==> config.mk <==
export PLATFORM = sky130hd
export DESIGN_NAME = kme_top
export DESIGN_NICKNAME = d
export VERILOG_FILES = /design/src/hw/kme_pkg.sv /design/src/hw/kme_top.sv /design/src/hw/kme_decoder.sv
export SDC_FILE = /design/constraint.sdc
export NUM_CORES = 1
export LEC_CHECK = 0
export BUFFER_PORTS_ARGS = -buffer_cell sky130_fd_sc_hd__buf_2
export CAP_MARGIN = 20
export CORE_MARGIN = 10
export CORE_UTILIZATION = 25
export DETAILED_ROUTE_END_ITERATION = 12
export GPL_TIMING_DRIVEN = 1
export SLEW_MARGIN = 10
export SYNTH_ARGS = -nofsm -noshare
export SYNTH_HDL_FRONTEND = slang
export SYNTH_HIERARCHICAL = 1
export SYNTH_SLANG_ARGS = --single-unit
==> constraint.sdc <==
create_clock -name core_clk_i -period 2.56 [get_ports core_clk_i]
set_clock_uncertainty 0.2 [all_clocks]
set_input_delay 0.512 -clock core_clk_i [delete_from_list [all_inputs] [get_ports core_clk_i]]
set_output_delay 0.512 -clock core_clk_i [all_outputs]
set_load 0.02 [all_outputs]
==> src/hw/kme_pkg.sv <==
// Constants shared by the keypad matrix encoder design files.
`default_nettype none
package kme_pkg;

   localparam int KME_LINES = 4;
   localparam int KME_KEYS = 16;
   localparam int KME_CODE_W = 4;

   // Debounce wait in clock pulses, and its cycle count at this clock.
   localparam int KME_STABLE_PULSES = 80;
   localparam int KME_STABLE_CYCLES = KME_STABLE_PULSES;
   localparam int KME_CNT_W = 7;
   localparam logic [KME_CNT_W-1:0] KME_CNT_LAST =
      KME_CNT_W'(KME_STABLE_CYCLES - 1);
   localparam logic [KME_CNT_W-1:0] KME_CNT_RESET = 7'h00;

   // All lines released: every active-low input is high.
   localparam logic [KME_LINES-1:0] KME_LINES_IDLE = 4'hF;
   localparam logic KME_STROBE_RESET = 1'b0;

   // Key code by index row*4+column, row one and column one at zero.
   localparam logic [KME_CODE_W-1:0] KME_CODE_TABLE [KME_KEYS] = '{
      4'h1, 4'h2, 4'h3, 4'hC,
      4'h4, 4'h5, 4'h6, 4'hD,
      4'h7, 4'h8, 4'h9, 4'hE,
      4'hA, 4'h0, 4'hB, 4'hF
   };
   localparam logic [KME_CODE_W-1:0] KME_CODE_ILLEGAL = 4'h0;

   // One bit per key index; set for the ten numeral keys.
   localparam logic [KME_KEYS-1:0] KME_NUMERIC_MASK = 16'h2777;

   typedef enum logic [1:0] {
      KME_ST_IDLE = 2'h0,
      KME_ST_COUNT = 2'h1,
      KME_ST_FIRE = 2'h3,
      KME_ST_HOLD = 2'h2
   } kme_state_e;

endpackage
`default_nettype wire

==> src/hw/kme_top.sv <==
// Keypad matrix encoder: code outputs and debounced numeral strobe.
`timescale 1ns/100ps
`default_nettype none
// Summary of operation
// - Four row and four column inputs.
// - Code valid only for one row, one column.
// - Other patterns illegal, code suppressed.
// - Strobe only for the ten numeral keys.
// - Inputs stable 80 clocks before strobe.
// - Strobe lasts one clock low phase; here it lasts one full clock period.
// - One strobe per numeral key press.
// - Release bounce gives no extra strobe.
// - One-key rollover: multiple keys give nothing.
// - Active low; numeral key code map.
// - Letter and symbol keys codes, no strobe.
// - Illegal patterns: code zero, no strobe.
module kme_top
   import kme_pkg::*;
(
   input wire logic core_clk_i,
   input wire logic rst_i,
   input wire logic row_line_one_i,
   input wire logic row_line_two_i,
   input wire logic row_line_three_i,
   input wire logic row_line_four_i,
   input wire logic column_line_one_i,
   input wire logic column_line_two_i,
   input wire logic column_line_three_i,
   input wire logic column_line_four_i,
   output logic code_bit_zero_o,
   output logic code_bit_one_o,
   output logic code_bit_two_o,
   output logic code_bit_three_o,
   output logic strobe_o
);

   logic [KME_LINES-1:0] row_n;
   logic [KME_LINES-1:0] col_n;
   logic [2*KME_LINES-1:0] pat;
   logic legal;
   logic numeric;
   logic [KME_CODE_W-1:0] code;
   logic changed;
   logic at_last;
   logic no_key;

   logic [2*KME_LINES-1:0] pat_q;
   logic [KME_CNT_W-1:0] cnt_q;
   logic [KME_CNT_W-1:0] cnt_d;
   kme_state_e st_q;
   kme_state_e st_d;
   logic strobe_q;
   logic strobe_d;

   assign row_n = {row_line_four_i, row_line_three_i,
                   row_line_two_i, row_line_one_i};
   assign col_n = {column_line_four_i, column_line_three_i,
                   column_line_two_i, column_line_one_i};
   assign pat = {row_n, col_n};

   kme_decoder u_dec (
      .row_n_i(row_n),
      .col_n_i(col_n),
      .legal_o(legal),
      .numeric_o(numeric),
      .code_o(code)
   );

   // The code is deliberately not registered so that it tracks the keys
   // with no clock latency; of the outputs only the strobe is a flip-flop.
   assign code_bit_zero_o = code[0];
   assign code_bit_one_o = code[1];
   assign code_bit_two_o = code[2];
   assign code_bit_three_o = code[3];
   assign strobe_o = strobe_q;

   assign changed = (pat != pat_q);
   assign at_last = !changed && (cnt_q == KME_CNT_LAST);
   assign no_key = (row_n == KME_LINES_IDLE) && (col_n == KME_LINES_IDLE);

   // Stability counter: restarts on any input change and saturates.
   always_comb begin
      if (changed) begin
         cnt_d = KME_CNT_RESET;
      end else if (cnt_q != KME_CNT_LAST) begin
         cnt_d = cnt_q + 7'h01;
      end else begin
         cnt_d = cnt_q;
      end
   end

   always_ff @(posedge core_clk_i) begin
      if (rst_i) begin
         pat_q <= {KME_LINES_IDLE, KME_LINES_IDLE};
      end else begin
         pat_q <= pat;
      end
   end

   always_ff @(posedge core_clk_i) begin
      if (rst_i) begin
         cnt_q <= KME_CNT_RESET;
      end else begin
         cnt_q <= cnt_d;
      end
   end

   // The hold state only clears after the keypad has been fully released
   // and quiet for the whole wait, so break bounce that briefly shows the
   // same key again cannot arm a second strobe.
   always_comb begin
      st_d = st_q;
      strobe_d = 1'b0;
      case (st_q)
         KME_ST_IDLE: begin
            if (numeric) begin
               st_d = KME_ST_COUNT;
            end
         end
         KME_ST_COUNT: begin
            if (changed || !numeric) begin
               st_d = KME_ST_IDLE;
            end else if (at_last) begin
               st_d = KME_ST_FIRE;
               strobe_d = 1'b1;
            end
         end
         KME_ST_FIRE: begin
            st_d = KME_ST_HOLD;
         end
         KME_ST_HOLD: begin
            if (no_key && at_last) begin
               st_d = KME_ST_IDLE;
            end
         end
         default: begin
            st_d = KME_ST_IDLE;
         end
      endcase
   end

   always_ff @(posedge core_clk_i) begin
      if (rst_i) begin
         st_q <= KME_ST_IDLE;
      end else begin
         st_q <= st_d;
      end
   end

   // One clock wide; a single-edge design cannot time a half period.
   always_ff @(posedge core_clk_i) begin
      if (rst_i) begin
         strobe_q <= KME_STROBE_RESET;
      end else begin
         strobe_q <= strobe_d;
      end
   end
endmodule
`default_nettype wire

==> src/hw/kme_decoder.sv <==
// Combinational 2-of-8 to binary decoder with illegal pattern detection.
`timescale 1ns/100ps
`default_nettype none
module kme_decoder
   import kme_pkg::*;
(
   input wire logic [KME_LINES-1:0] row_n_i,
   input wire logic [KME_LINES-1:0] col_n_i,
   output logic legal_o,
   output logic numeric_o,
   output logic [KME_CODE_W-1:0] code_o
);

   logic [KME_LINES-1:0] row_act;
   logic [KME_LINES-1:0] col_act;
   logic [3:0] key_idx;

   // Position of the single active line of a one-hot group.
   function automatic logic [1:0] kme_line_pos(input logic [3:0] act);
      logic [1:0] pos;
      pos = 2'h0;
      for (int i = 0; i < KME_LINES; i++) begin
         if (act[i]) begin
            pos = 2'(i);
         end
      end
      return pos;
   endfunction

   genvar g;
   generate
      for (g = 0; g < KME_LINES; g++) begin : g_act
         assign row_act[g] = ~row_n_i[g];
         assign col_act[g] = ~col_n_i[g];
      end
   endgenerate

   assign key_idx = {kme_line_pos(row_act), kme_line_pos(col_act)};

   always_comb begin
      legal_o = $onehot(row_act) && $onehot(col_act);
      numeric_o = legal_o && KME_NUMERIC_MASK[key_idx];
      if (legal_o) begin
         code_o = KME_CODE_TABLE[key_idx];
      end else begin
         code_o = KME_CODE_ILLEGAL;
      end
   end

endmodule
`default_nettype wire

* Word level (Yosys, flattened, before mapping)
Memory sizes are Yosys's and may differ from the RTL's.
Cells that the tools add are included.
** Operators by class
- Add/sub/neg operators :: 7
- $lt $le $gt $ge :: 2
- Equal/unequal tests :: 13
- Multiplexer cells :: 16
- Bitwise gates (word level) :: 10
- Reduce and logical (&&, ||, !) cells :: 12
** Operators by type and width (number)
- $mux 2 :: 8
- $mux 4 :: 3
- $not 1->1 :: 9
- $add 1x1->2 :: 4
- $eq 4x4->1 const B :: 2
- $ne 8x8->1 :: 1
- $pmux 2 s4 :: 1
- $add 7x1->7 const B :: 1
- $eq 7x7->1 const B :: 1
- $ne 7x7->1 const B :: 1
- $add 3x3->3 :: 2
- $eq 3x1->1 const B :: 2
- $ge 5x5->1 const B :: 1
- $logic_and 1x1->1 :: 5
- $lt 4x5->1 const B :: 1
- $not 4->5 :: 1
- $eq 2x2->1 const B :: 2
- $mux 1 :: 4
- $ne 2x2->1 const B :: 2
- $ne 3x3->1 const B :: 1
- $reduce_and 3->1 :: 1
- $reduce_or 3->1 :: 1
- $eq 2x1->1 const B :: 1
- $logic_not 1->1 :: 2
- other kinds (3) :: 3
** Word-level totals
- Bits in registers :: 18
- Memory bits (read-only) :: 80
- Input port bits :: 10
- Output and inout port bits :: 5
- Word-level logic and storage cells :: 66
- Memories kept :: 2
** Memories
- (no name shown) :: depth 16, bits a word 4, read ports 1, clocked after memory_dff 0, write ports 0, line kme_decoder.sv:44 : code_o = KME_CODE_TABLE[key_idx];
- (no name shown) :: depth 16, bits a word 1, read ports 1, clocked after memory_dff 0, write ports 0, line kme_decoder.sv:42 : numeric_o = legal_o && KME_NUMERIC_MASK[key_idx];

* Depth between registers and ports, before layout
Gate-level depths: netlist of the first run.
- Word-level depth :: 10
- Depth in mapped cells :: 10
- Mapped depth without buffers :: 10

* Hierarchy
The synthesis of the first run kept the hierarchy.
** By module, submodules not included
- kme_top :: instances 1, cells an instance 74, area each 790.8 µm², seq. area each 360.3 µm²
- kme_decoder :: instances 1, cells an instance 44, area each 330.3 µm², seq. area each 0.0 µm²

* Least setup slack after synthesis of the first run
No wires, ideal clock.
- Kind :: input to output
- Start point :: input row_line_one_i
- End point :: output code_bit_three_o
- Arrival time :: 2327 ps
- Required time :: 1848 ps
- Setup slack :: -479 ps
- Stages on the path :: 7
- Path through :: fa_1 inv_1 ha_1 ha_1 nor2b_2 nand3_1 a211oi_1
** Between the ends
- Longest elaborated chain between the ends :: 6
** RTL lines
- from (decl) :: line kme_top.sv:22 : input wire logic row_line_one_i,
- $not 1->1 :: line kme_decoder.sv:33 : assign row_act[g] = ~row_n_i[g];
- $add 1x1->2 (not written as such) :: line kme_decoder.sv:41 : legal_o = $onehot(row_act) && $onehot(col_act);
- $add 3x3->3 (not written as such) :: line kme_decoder.sv:41
- $eq 3x1->1 :: line kme_decoder.sv:41
- $logic_and 1x1->1 :: line kme_decoder.sv:41
- $mux 4 :: line kme_decoder.sv:43 : if (legal_o) begin
- to (decl) :: line kme_top.sv:33 : output logic code_bit_three_o,
Every way passes these cells.

* Worst setup path after layout of the first run
- Start point :: input row_line_four_i
- End point :: output code_bit_zero_o
** Between the ends
- Longest elaborated chain between the ends :: 6
- Elaborated cells on any way between the ends :: 11
- Those cells by class :: 2 x add/sub; 1 x eq/ne; 4 x mux; 2 x bitwise; 1 x reduce/logical; 1 x memory
** RTL lines
- from (decl) :: line kme_top.sv:25 : input wire logic row_line_four_i,
- $mux 2 / $not 1->1 (equally long branches) :: line kme_decoder.sv:23, kme_decoder.sv:33
- $not 4->5 (not written as such) / $add 1x1->2 (equally long branches) :: line kme_decoder.sv:44, kme_decoder.sv:41
- $mem_v2 16x4 / $add 3x3->3 (equally long branches)
- $mux 4 (not written as such) / $eq 3x1->1 (equally long branches) :: line kme_decoder.sv:44, kme_decoder.sv:41
- $mux 4 (not written as such) / $logic_and 1x1->1 (equally long branches) :: line kme_decoder.sv:44, kme_decoder.sv:41
- $mux 4 * :: line kme_decoder.sv:43
- to (decl) :: line kme_top.sv:30 : output logic code_bit_zero_o,
Every way passes the cells marked *; elsewhere a longest branch is shown, timed or not. The select of a mux whose other input is x is not followed.

==> flow_metrics.env, run 1 <==
export IMPL_timing_critical_path_required_ns=1.85
export IMPL_detail_route_vias_per_cell=4.53
export IMPL_max_stage_delay_ns=0.53
export IMPL_worstMarginPinSlew_ns=0.585
export IMPL_period_needed_ns=2.91
export IMPL_globalRouteMet2Util_pct=11.6
export IMPL_critical_path_n_buffers_inverters=3
export IMPL_drive_above_1_share_pct=45.5
export IMPL_violations="setup timing"
export IMPL_final_core_util_pct=35.0
export IMPL_clock_fmax_mhz=344
export IMPL_report_power_total_mw=0.641
export IMPL_starting_density_pct=25.7
export IMPL_global_route_usage_met1_pct=7.29
export IMPL_grt_antenna_before_repair=0
export IMPL_grt_start_max_net_pins=12
export IMPL_route_detailed_wl_per_inst_um=12.2
export IMPL_pwr_per_cell_area_nw_per_um2=421
export IMPL_mappedNetlistArea_um2=1120
export IMPL_multi_input_comb_area_um2=833
export IMPL_outcome="finished, violations left"
export IMPL_grt_busiest_layer="met2"
export IMPL_cap_violations=0
export IMPL_cts_htree_levels=1
export IMPL_vertical_die_dimension_um=86.9
export IMPL_count_of_synthesis_stage_warnings_from_yosys=6
export IMPL_crit_path_cell_trace="buf_6 > fa_1 > inv_1 > ha_2 > ha_4 > nor2b_4 > o2111ai_2 > nor3b_2 > buf_4"
export IMPL_wire_length_of_the_first_global_routing_pass_mm=4.25
export IMPL_worst_endpoint_arrival_ns=2.20
export IMPL_clkSinkCount=18
export IMPL_grt_pass1_vias=998
export IMPL_final_net_count=167
export IMPL_io_buffer_count=14
export IMPL_netlist_instances=117
export IMPL_dr_total_vias=893
export IMPL_route_final_wire_length_mm=2.41
export IMPL_layout_area_seq_um2=360
export IMPL_finish_instance_area_um2=1520
export IMPL_drt_iter0_markers=23
export IMPL_syn_nets=137
export IMPL_criticalPathCategory="in -> out"
export IMPL_floorplan_rows=24
export IMPL_finalHoldViolCount=0
export IMPL_worst_setup_hold_path_clk_slew_ns=0.06
export IMPL_antennaDiodeCount=0
export IMPL_clock_network_latency_to_the_later_pin_of_the_worst_skew_pair_ns=0.24
export IMPL_drt_first_pass_iters=2
export IMPL_maxSlewHeadroom_pct=60.6
export IMPL_rsz_0062_raised_after_global_routing="yes"
export IMPL_report_final_setup_viol=5
export IMPL_num_io_pins=15
export IMPL_global_route_overflow_total=0
export IMPL_worst_slack_ns=-0.349
export IMPL_static_leakage_power_nw=0.630
export IMPL_synth_avg_cell_area_um2=9.55
export IMPL_grt_total_usage_pct=6.71
export IMPL_area_growth_pct=36.4
export IMPL_numCtsBuffers=3
export IMPL_final_min_period_over_clock_period_pct=114
export IMPL_worst_path_dominant_cell_family="adder cells"
export IMPL_core_area_um2=4350
export IMPL_finalMaxSlewViolations=0
export IMPL_dpl_instance_area_um2=1420
export IMPL_ctsRootBufferMaster="clkbuf_8"
export IMPL_drc=0
export IMPL_drtAntennaViolNets=0
export IMPL_fillerInstances=440
export IMPL_worstHoldPathType="reg -> reg"
export IMPL_cts_max_path_buffers=2
export IMPL_crit_path_end_kind="output pin"
export IMPL_die_w_um=86.9
export IMPL_path_max_fanout=2
export IMPL_place_detailed_hpwl_mm=1.99
export IMPL_full_die_area_um2=7540
export IMPL_timing_critical_path_slowest_stage_cell="fa_1"
export IMPL_routability_driven_placement_congestion_ratio=0.797
export IMPL_tritoncts_clock_tree="done"
export IMPL_crit_path_start_kind="input port"
export IMPL_groute_layer_met3_usage_pct=2.62
export IMPL_ir_worst_vdd_v=0.000153
==> worst reg2reg max path: stages, from the launching register on <==
cell	delay, ns
dfxtp_1	0.37
ha_1	0.22
nand3_2	0.14
nor4b_4	0.52
and3b_1	0.26
nor3_2	0.13
==> area by class of cell <==
type / instances / area share (%)
clock buffers: 3 / 2.71
inverters: 10 / 2.46
multi-input cells: 88 / 54.7
flip-flops and latches: 18 / 23.6
well taps: 52 / 4.27
repair buffers: 26 / 12.2
==> worst paths after layout <==
path / slack (ns) / from / cells past startpoint / end
worst min register to register: 0.31 / st_q[0]$_SDFFE_PP0P_ / 1 / st_q[0]$_SDFFE_PP0P_
worst min-delay path: 0.31 / st_q[0]$_SDFFE_PP0P_ / 1 / st_q[0]$_SDFFE_PP0P_
worst max-delay path: -0.35 / row_line_four_i / 9 / code_bit_zero_o
worst max register to register: 0.67 / cnt_q[0]$_SDFFE_PP0N_ / 5 / cnt_q[3]$_SDFFE_PP0N_
==> layer usage <==
layer,wire (um),vias to the layer above
li1,-,458
met1,1040,418
met2,1200,15
met3,161,2
met4,8,0
met5,0,-
==> flip-flops by register name, summed over array words and instances (netlist names) <==
| register | cells |
|---|---|
| strobe_o | 1 |
| st_q | 2 |
| pat_q | 8 |
| cnt_q | 7 |
==> where the power goes <==
group / total (mW) / internal (mW) / switching [mW]
Sequential: 0.290 / 0.287 / 0.00308
Clock: 0.185 / 0.104 / 0.0805
Combinational: 0.166 / 0.0803 / 0.0860
Total: 0.641 / 0.472 / 0.170
==> per-stage QoR <==
| step | worst slack [ns] | hold WS, ns | setup TNS (ns) | instances |
|---|---|---|---|---|
| finish | -0.349 | 0.312 | -1.35 | 197 |
| global route | -0.431 | 0.332 | -1.84 | 197 |
| global placement | -0.453 | 0.272 | -2.69 | 194 |
| CTS | -0.378 | 0.285 | -1.56 | 198 |
| detailed placement | -0.525 | 0.271 | -3.13 | 194 |
| floorplan | -0.263 | 0.251 | -0.984 | 117 |
==> placed cells by master (no fill, tap or decap), drive strengths merged <==
cell type  count
a2111oi        1
a211oi         4
a21oi          2
a41o           1
a41oi          1
and2           1
and3           2
and3b          1
buf           26
clkbuf         3
dfxtp         18
fa             2
ha             8
inv           10
mux2i          1
nand2          7
nand2b         2
nand3          3
nand3b         1
nand4          3
nor2          11
nor2b          4
nor3           5
nor3b          2
nor4           3
nor4b          2
o2111ai        1
or2            8
xnor2          1
xor2          11
==> what timing repair did <==
action / in CTS / in global routing
hold buffers: 0 / 0
pin swaps: 13 / 6
resized for setup: 14 / 1
setup endpoints to repair: 7 / 7
setup buffers: 2 / 0
Note: power is estimated with default switching activity, not from simulation.
==> run 2: changes to the inputs <==
Settings changed: SYNTH_HIERARCHICAL 1 to default.
==> run 2 against run 1 <==
The flow still finishes with violations (setup timing). Final cell count increased by 17%. Flip-flop and latch count unchanged. Non-clock buffer count increased by 4. Synthesized cell count grew 12%. Highest routed layer unchanged. Critical path depth did not move. Die area is 7.8% higher. Clock power grew 24%. Maximum frequency is 0.88% lower. Routed wire length up 5.5%. Global-route usage about the same. Worst hold slack worse by 0.038 ns.
==> flow_metrics.env, run 2 <==
export IMPL_place_detailed_hpwl_mm=2.11
export IMPL_clock_network_latency_to_the_later_pin_of_the_worst_skew_pair_ns=0.25
export IMPL_yosys_most_used_dff="dfxtp_1"
export IMPL_netlist_instances=131
export IMPL_mostFrequentLayoutCell="dfxtp_1"
export IMPL_period_needed_ns=2.94
export IMPL_pwr_per_cell_area_nw_per_um2=404
export IMPL_rsz_0062_raised_after_global_routing="yes"
export IMPL_full_die_area_um2=8130
export IMPL_clock_fmax_mhz=341
export IMPL_yosys_cell_types_count=36
export IMPL_yosys_area_top_type_share_pct=29.3
export IMPL_num_io_pins=15
export IMPL_worst_endpoint_arrival_ns=2.22
export IMPL_wire_length_of_the_first_global_routing_pass_mm=4.60
export IMPL_global_route_overflow_total=0
export IMPL_grt_pass1_vias=1013
export IMPL_crit_path_start_kind="input port"
export IMPL_synth_seq_cells=18
export IMPL_crit_path_end_kind="output pin"
export IMPL_report_final_setup_viol=4
export IMPL_core_area_um2=4750
export IMPL_synth_sequential_area_ratio_pct=29.3
export IMPL_synth_commonest_cells="dfxtp_1 (18), ha_1 (16), xor2_1 (10)"
export IMPL_synth_top_family_by_area="simple AND/OR/NAND/NOR gates"
export IMPL_final_min_period_over_clock_period_pct=115
export IMPL_synth_most_common_cell="dfxtp_1"
export IMPL_mappedNetlistArea_um2=1230
export IMPL_outcome="finished, violations left"
export IMPL_criticalPathCategory="in -> out"
export IMPL_floorplan_rows=25
export IMPL_largest_register="pat_q"
export IMPL_placement_setup_worst_slack_ns=-0.561
export IMPL_largest_register_ff_count=8
export IMPL_tritoncts_clock_tree="done"
export IMPL_grt_total_usage_pct=6.70
export IMPL_synth_enable_flop_cells=0
export IMPL_synth_area_in_compound_gates_pct=9.04
export IMPL_library_cell_occupying_the_most_area_in_the_post_synthesis_netlist="dfxtp_1"
export IMPL_count_of_synthesis_stage_warnings_from_yosys=0
export IMPL_route_final_wire_length_mm=2.54
export IMPL_worstHoldPathType="reg -> reg"
export IMPL_drtAntennaViolNets=0
export IMPL_area_contributors_post_synth="dfxtp_1 (29%), ha_1 (16%), xor2_1 (7.1%)"
export IMPL_layout_area_seq_um2=360
export IMPL_grt_start_max_net_pins=12
export IMPL_clkSinkCount=18
export IMPL_ctsRootBufferMaster="clkbuf_8"
export IMPL_cts_htree_levels=1
export IMPL_grt_antenna_before_repair=0
export IMPL_synthAdderAreaFrac_pct=19.5
export IMPL_violations="setup timing"
export IMPL_vertical_die_dimension_um=90.2
export IMPL_synthXorXnorAreaFrac_pct=8.54
export IMPL_finalMaxSlewViolations=0
export IMPL_ir_worst_vdd_v=0.000243
export IMPL_biggestRegsByFlops="pat_q x8, cnt_q x7, st_q x2"
export IMPL_die_w_um=90.2
export IMPL_synthMuxAreaShare_pct=0.813
export IMPL_final_net_count=192
export IMPL_fin_tns_setup_ns=-1.45
export IMPL_worstMarginPinSlew_ns=0.383
export IMPL_worst_slack_ns=-0.375
export IMPL_timing_critical_path_required_ns=1.85
export IMPL_numCtsBuffers=3
export IMPL_synth_simple_area_share_pct=29.1
export IMPL_synth_avg_cell_area_um2=9.40
export IMPL_drt_first_pass_iters=4
export IMPL_maxSlewHeadroom_pct=74.3
export IMPL_drive_above_1_share_pct=43.6
export IMPL_multi_input_comb_area_um2=973
export IMPL_antennaDiodeCount=0
export IMPL_cts_max_path_buffers=2
export IMPL_routability_driven_placement_congestion_ratio=0.721
export IMPL_path_max_fanout=4
export IMPL_cap_violations=0
export IMPL_syn_nets=159
export IMPL_drt_iter0_markers=45
export IMPL_fillerInstances=493
export IMPL_worst_hold_slack_ns=0.275
export IMPL_synthArstFlopShare_pct=0
export IMPL_mostFrequentLayoutCells="dfxtp_1 (18), buf_4 (16), xor2_1 (10), ha_1 (10)"
export IMPL_worst_setup_hold_path_clk_slew_ns=0.07
export IMPL_route_detailed_wl_per_inst_um=11.1
export IMPL_dr_total_vias=981
export IMPL_drc=0
export IMPL_area_growth_pct=48.1
export IMPL_finalHoldViolCount=0
export IMPL_static_leakage_power_nw=0.760
export IMPL_starting_density_pct=25.9
export IMPL_detail_route_vias_per_cell=4.27
export IMPL_io_buffer_count=14
[run 2: logic make-up (layout without fill, tap and decap cells)]
family                   after synthesis  in the layout
AO/OA/AOI/OAI                         16             16
flip-flops                            18             18
adder cells (fa/ha/maj)               18             18
buffers and inverters                 12             44
XOR/XNOR                              12             12
AND/OR/NAND/NOR                       54             54
multiplexers                           1              1
[run 2: path summary, 6_finish.rpt]
kind,start,endpoint,slack [ns],depth (start not counted)
setup / recovery,column_line_four_i,code_bit_two_o,-0.38,9
hold / removal,st_q[1]$_SDFFE_PP0P_,st_q[0]$_SDFFE_PP0P_,0.27,1
setup reg to reg,cnt_q[0]$_SDFFE_PP0N_,st_q[1]$_SDFFE_PP0P_,0.88,5
hold reg to reg,st_q[1]$_SDFFE_PP0P_,st_q[0]$_SDFFE_PP0P_,0.27,1
[run 2: area by class of cell]
type	count	area share (%)
Timing Repair Buffer	30	15.6
Tap cell	67	4.60
Inverter	10	3.57
Multi-Input combinational cell	101	53.4
Clock buffer	4	3.02
Sequential cell	18	19.8
[run 2: what timing repair did]
action / in CTS / in global routing
pin swaps: 10 / 6
gates resized for setup: 23 / 8
gates cloned: 0 / 0
endpoints found under the setup margin: 4 / 4
buffers inserted: 1 / 0
hold buffers: 0 / 0
[run 2: report_power, final]
group          total, mW  leakage [nW]  internal, mW  switching (mW)
Combinational      0.218         0.584         0.112           0.106
Clock              0.229        0.0288         0.137          0.0922
Sequential         0.290         0.147         0.287         0.00326
[run 2: routing by layer]
metal / GRT usage, % / up-vias / share of wire, %
li1: - / 519 / -
met1: 8.20 / 441 / 49
met2: 10.6 / 17 / 45
met3: 2.08 / 4 / 4.2
met4: 2.79 / 0 / 1.5
met5: 0 / - / 0
[run 2: worst max-delay path, cell delays in order]
cell	delay, ns
buf_12	0.09
inv_12	0.03
ha_4	0.23
ha_4	0.15
fa_2	0.45
nor4_4	0.29
nand3_4	0.18
a21oi_4	0.15
buf_6	0.13
[run 2: through the flow]
step,power [mW],cells,instance area [um2],util [%]
after global routing,0.780,230,1820,38.3
after floorplan,0.429,131,1390,-
after global placement,0.489,225,1650,34.6
after detailed placement,0.492,225,1650,34.6
after CTS,0.747,230,1800,37.8
final,0.737,230,1820,38.3
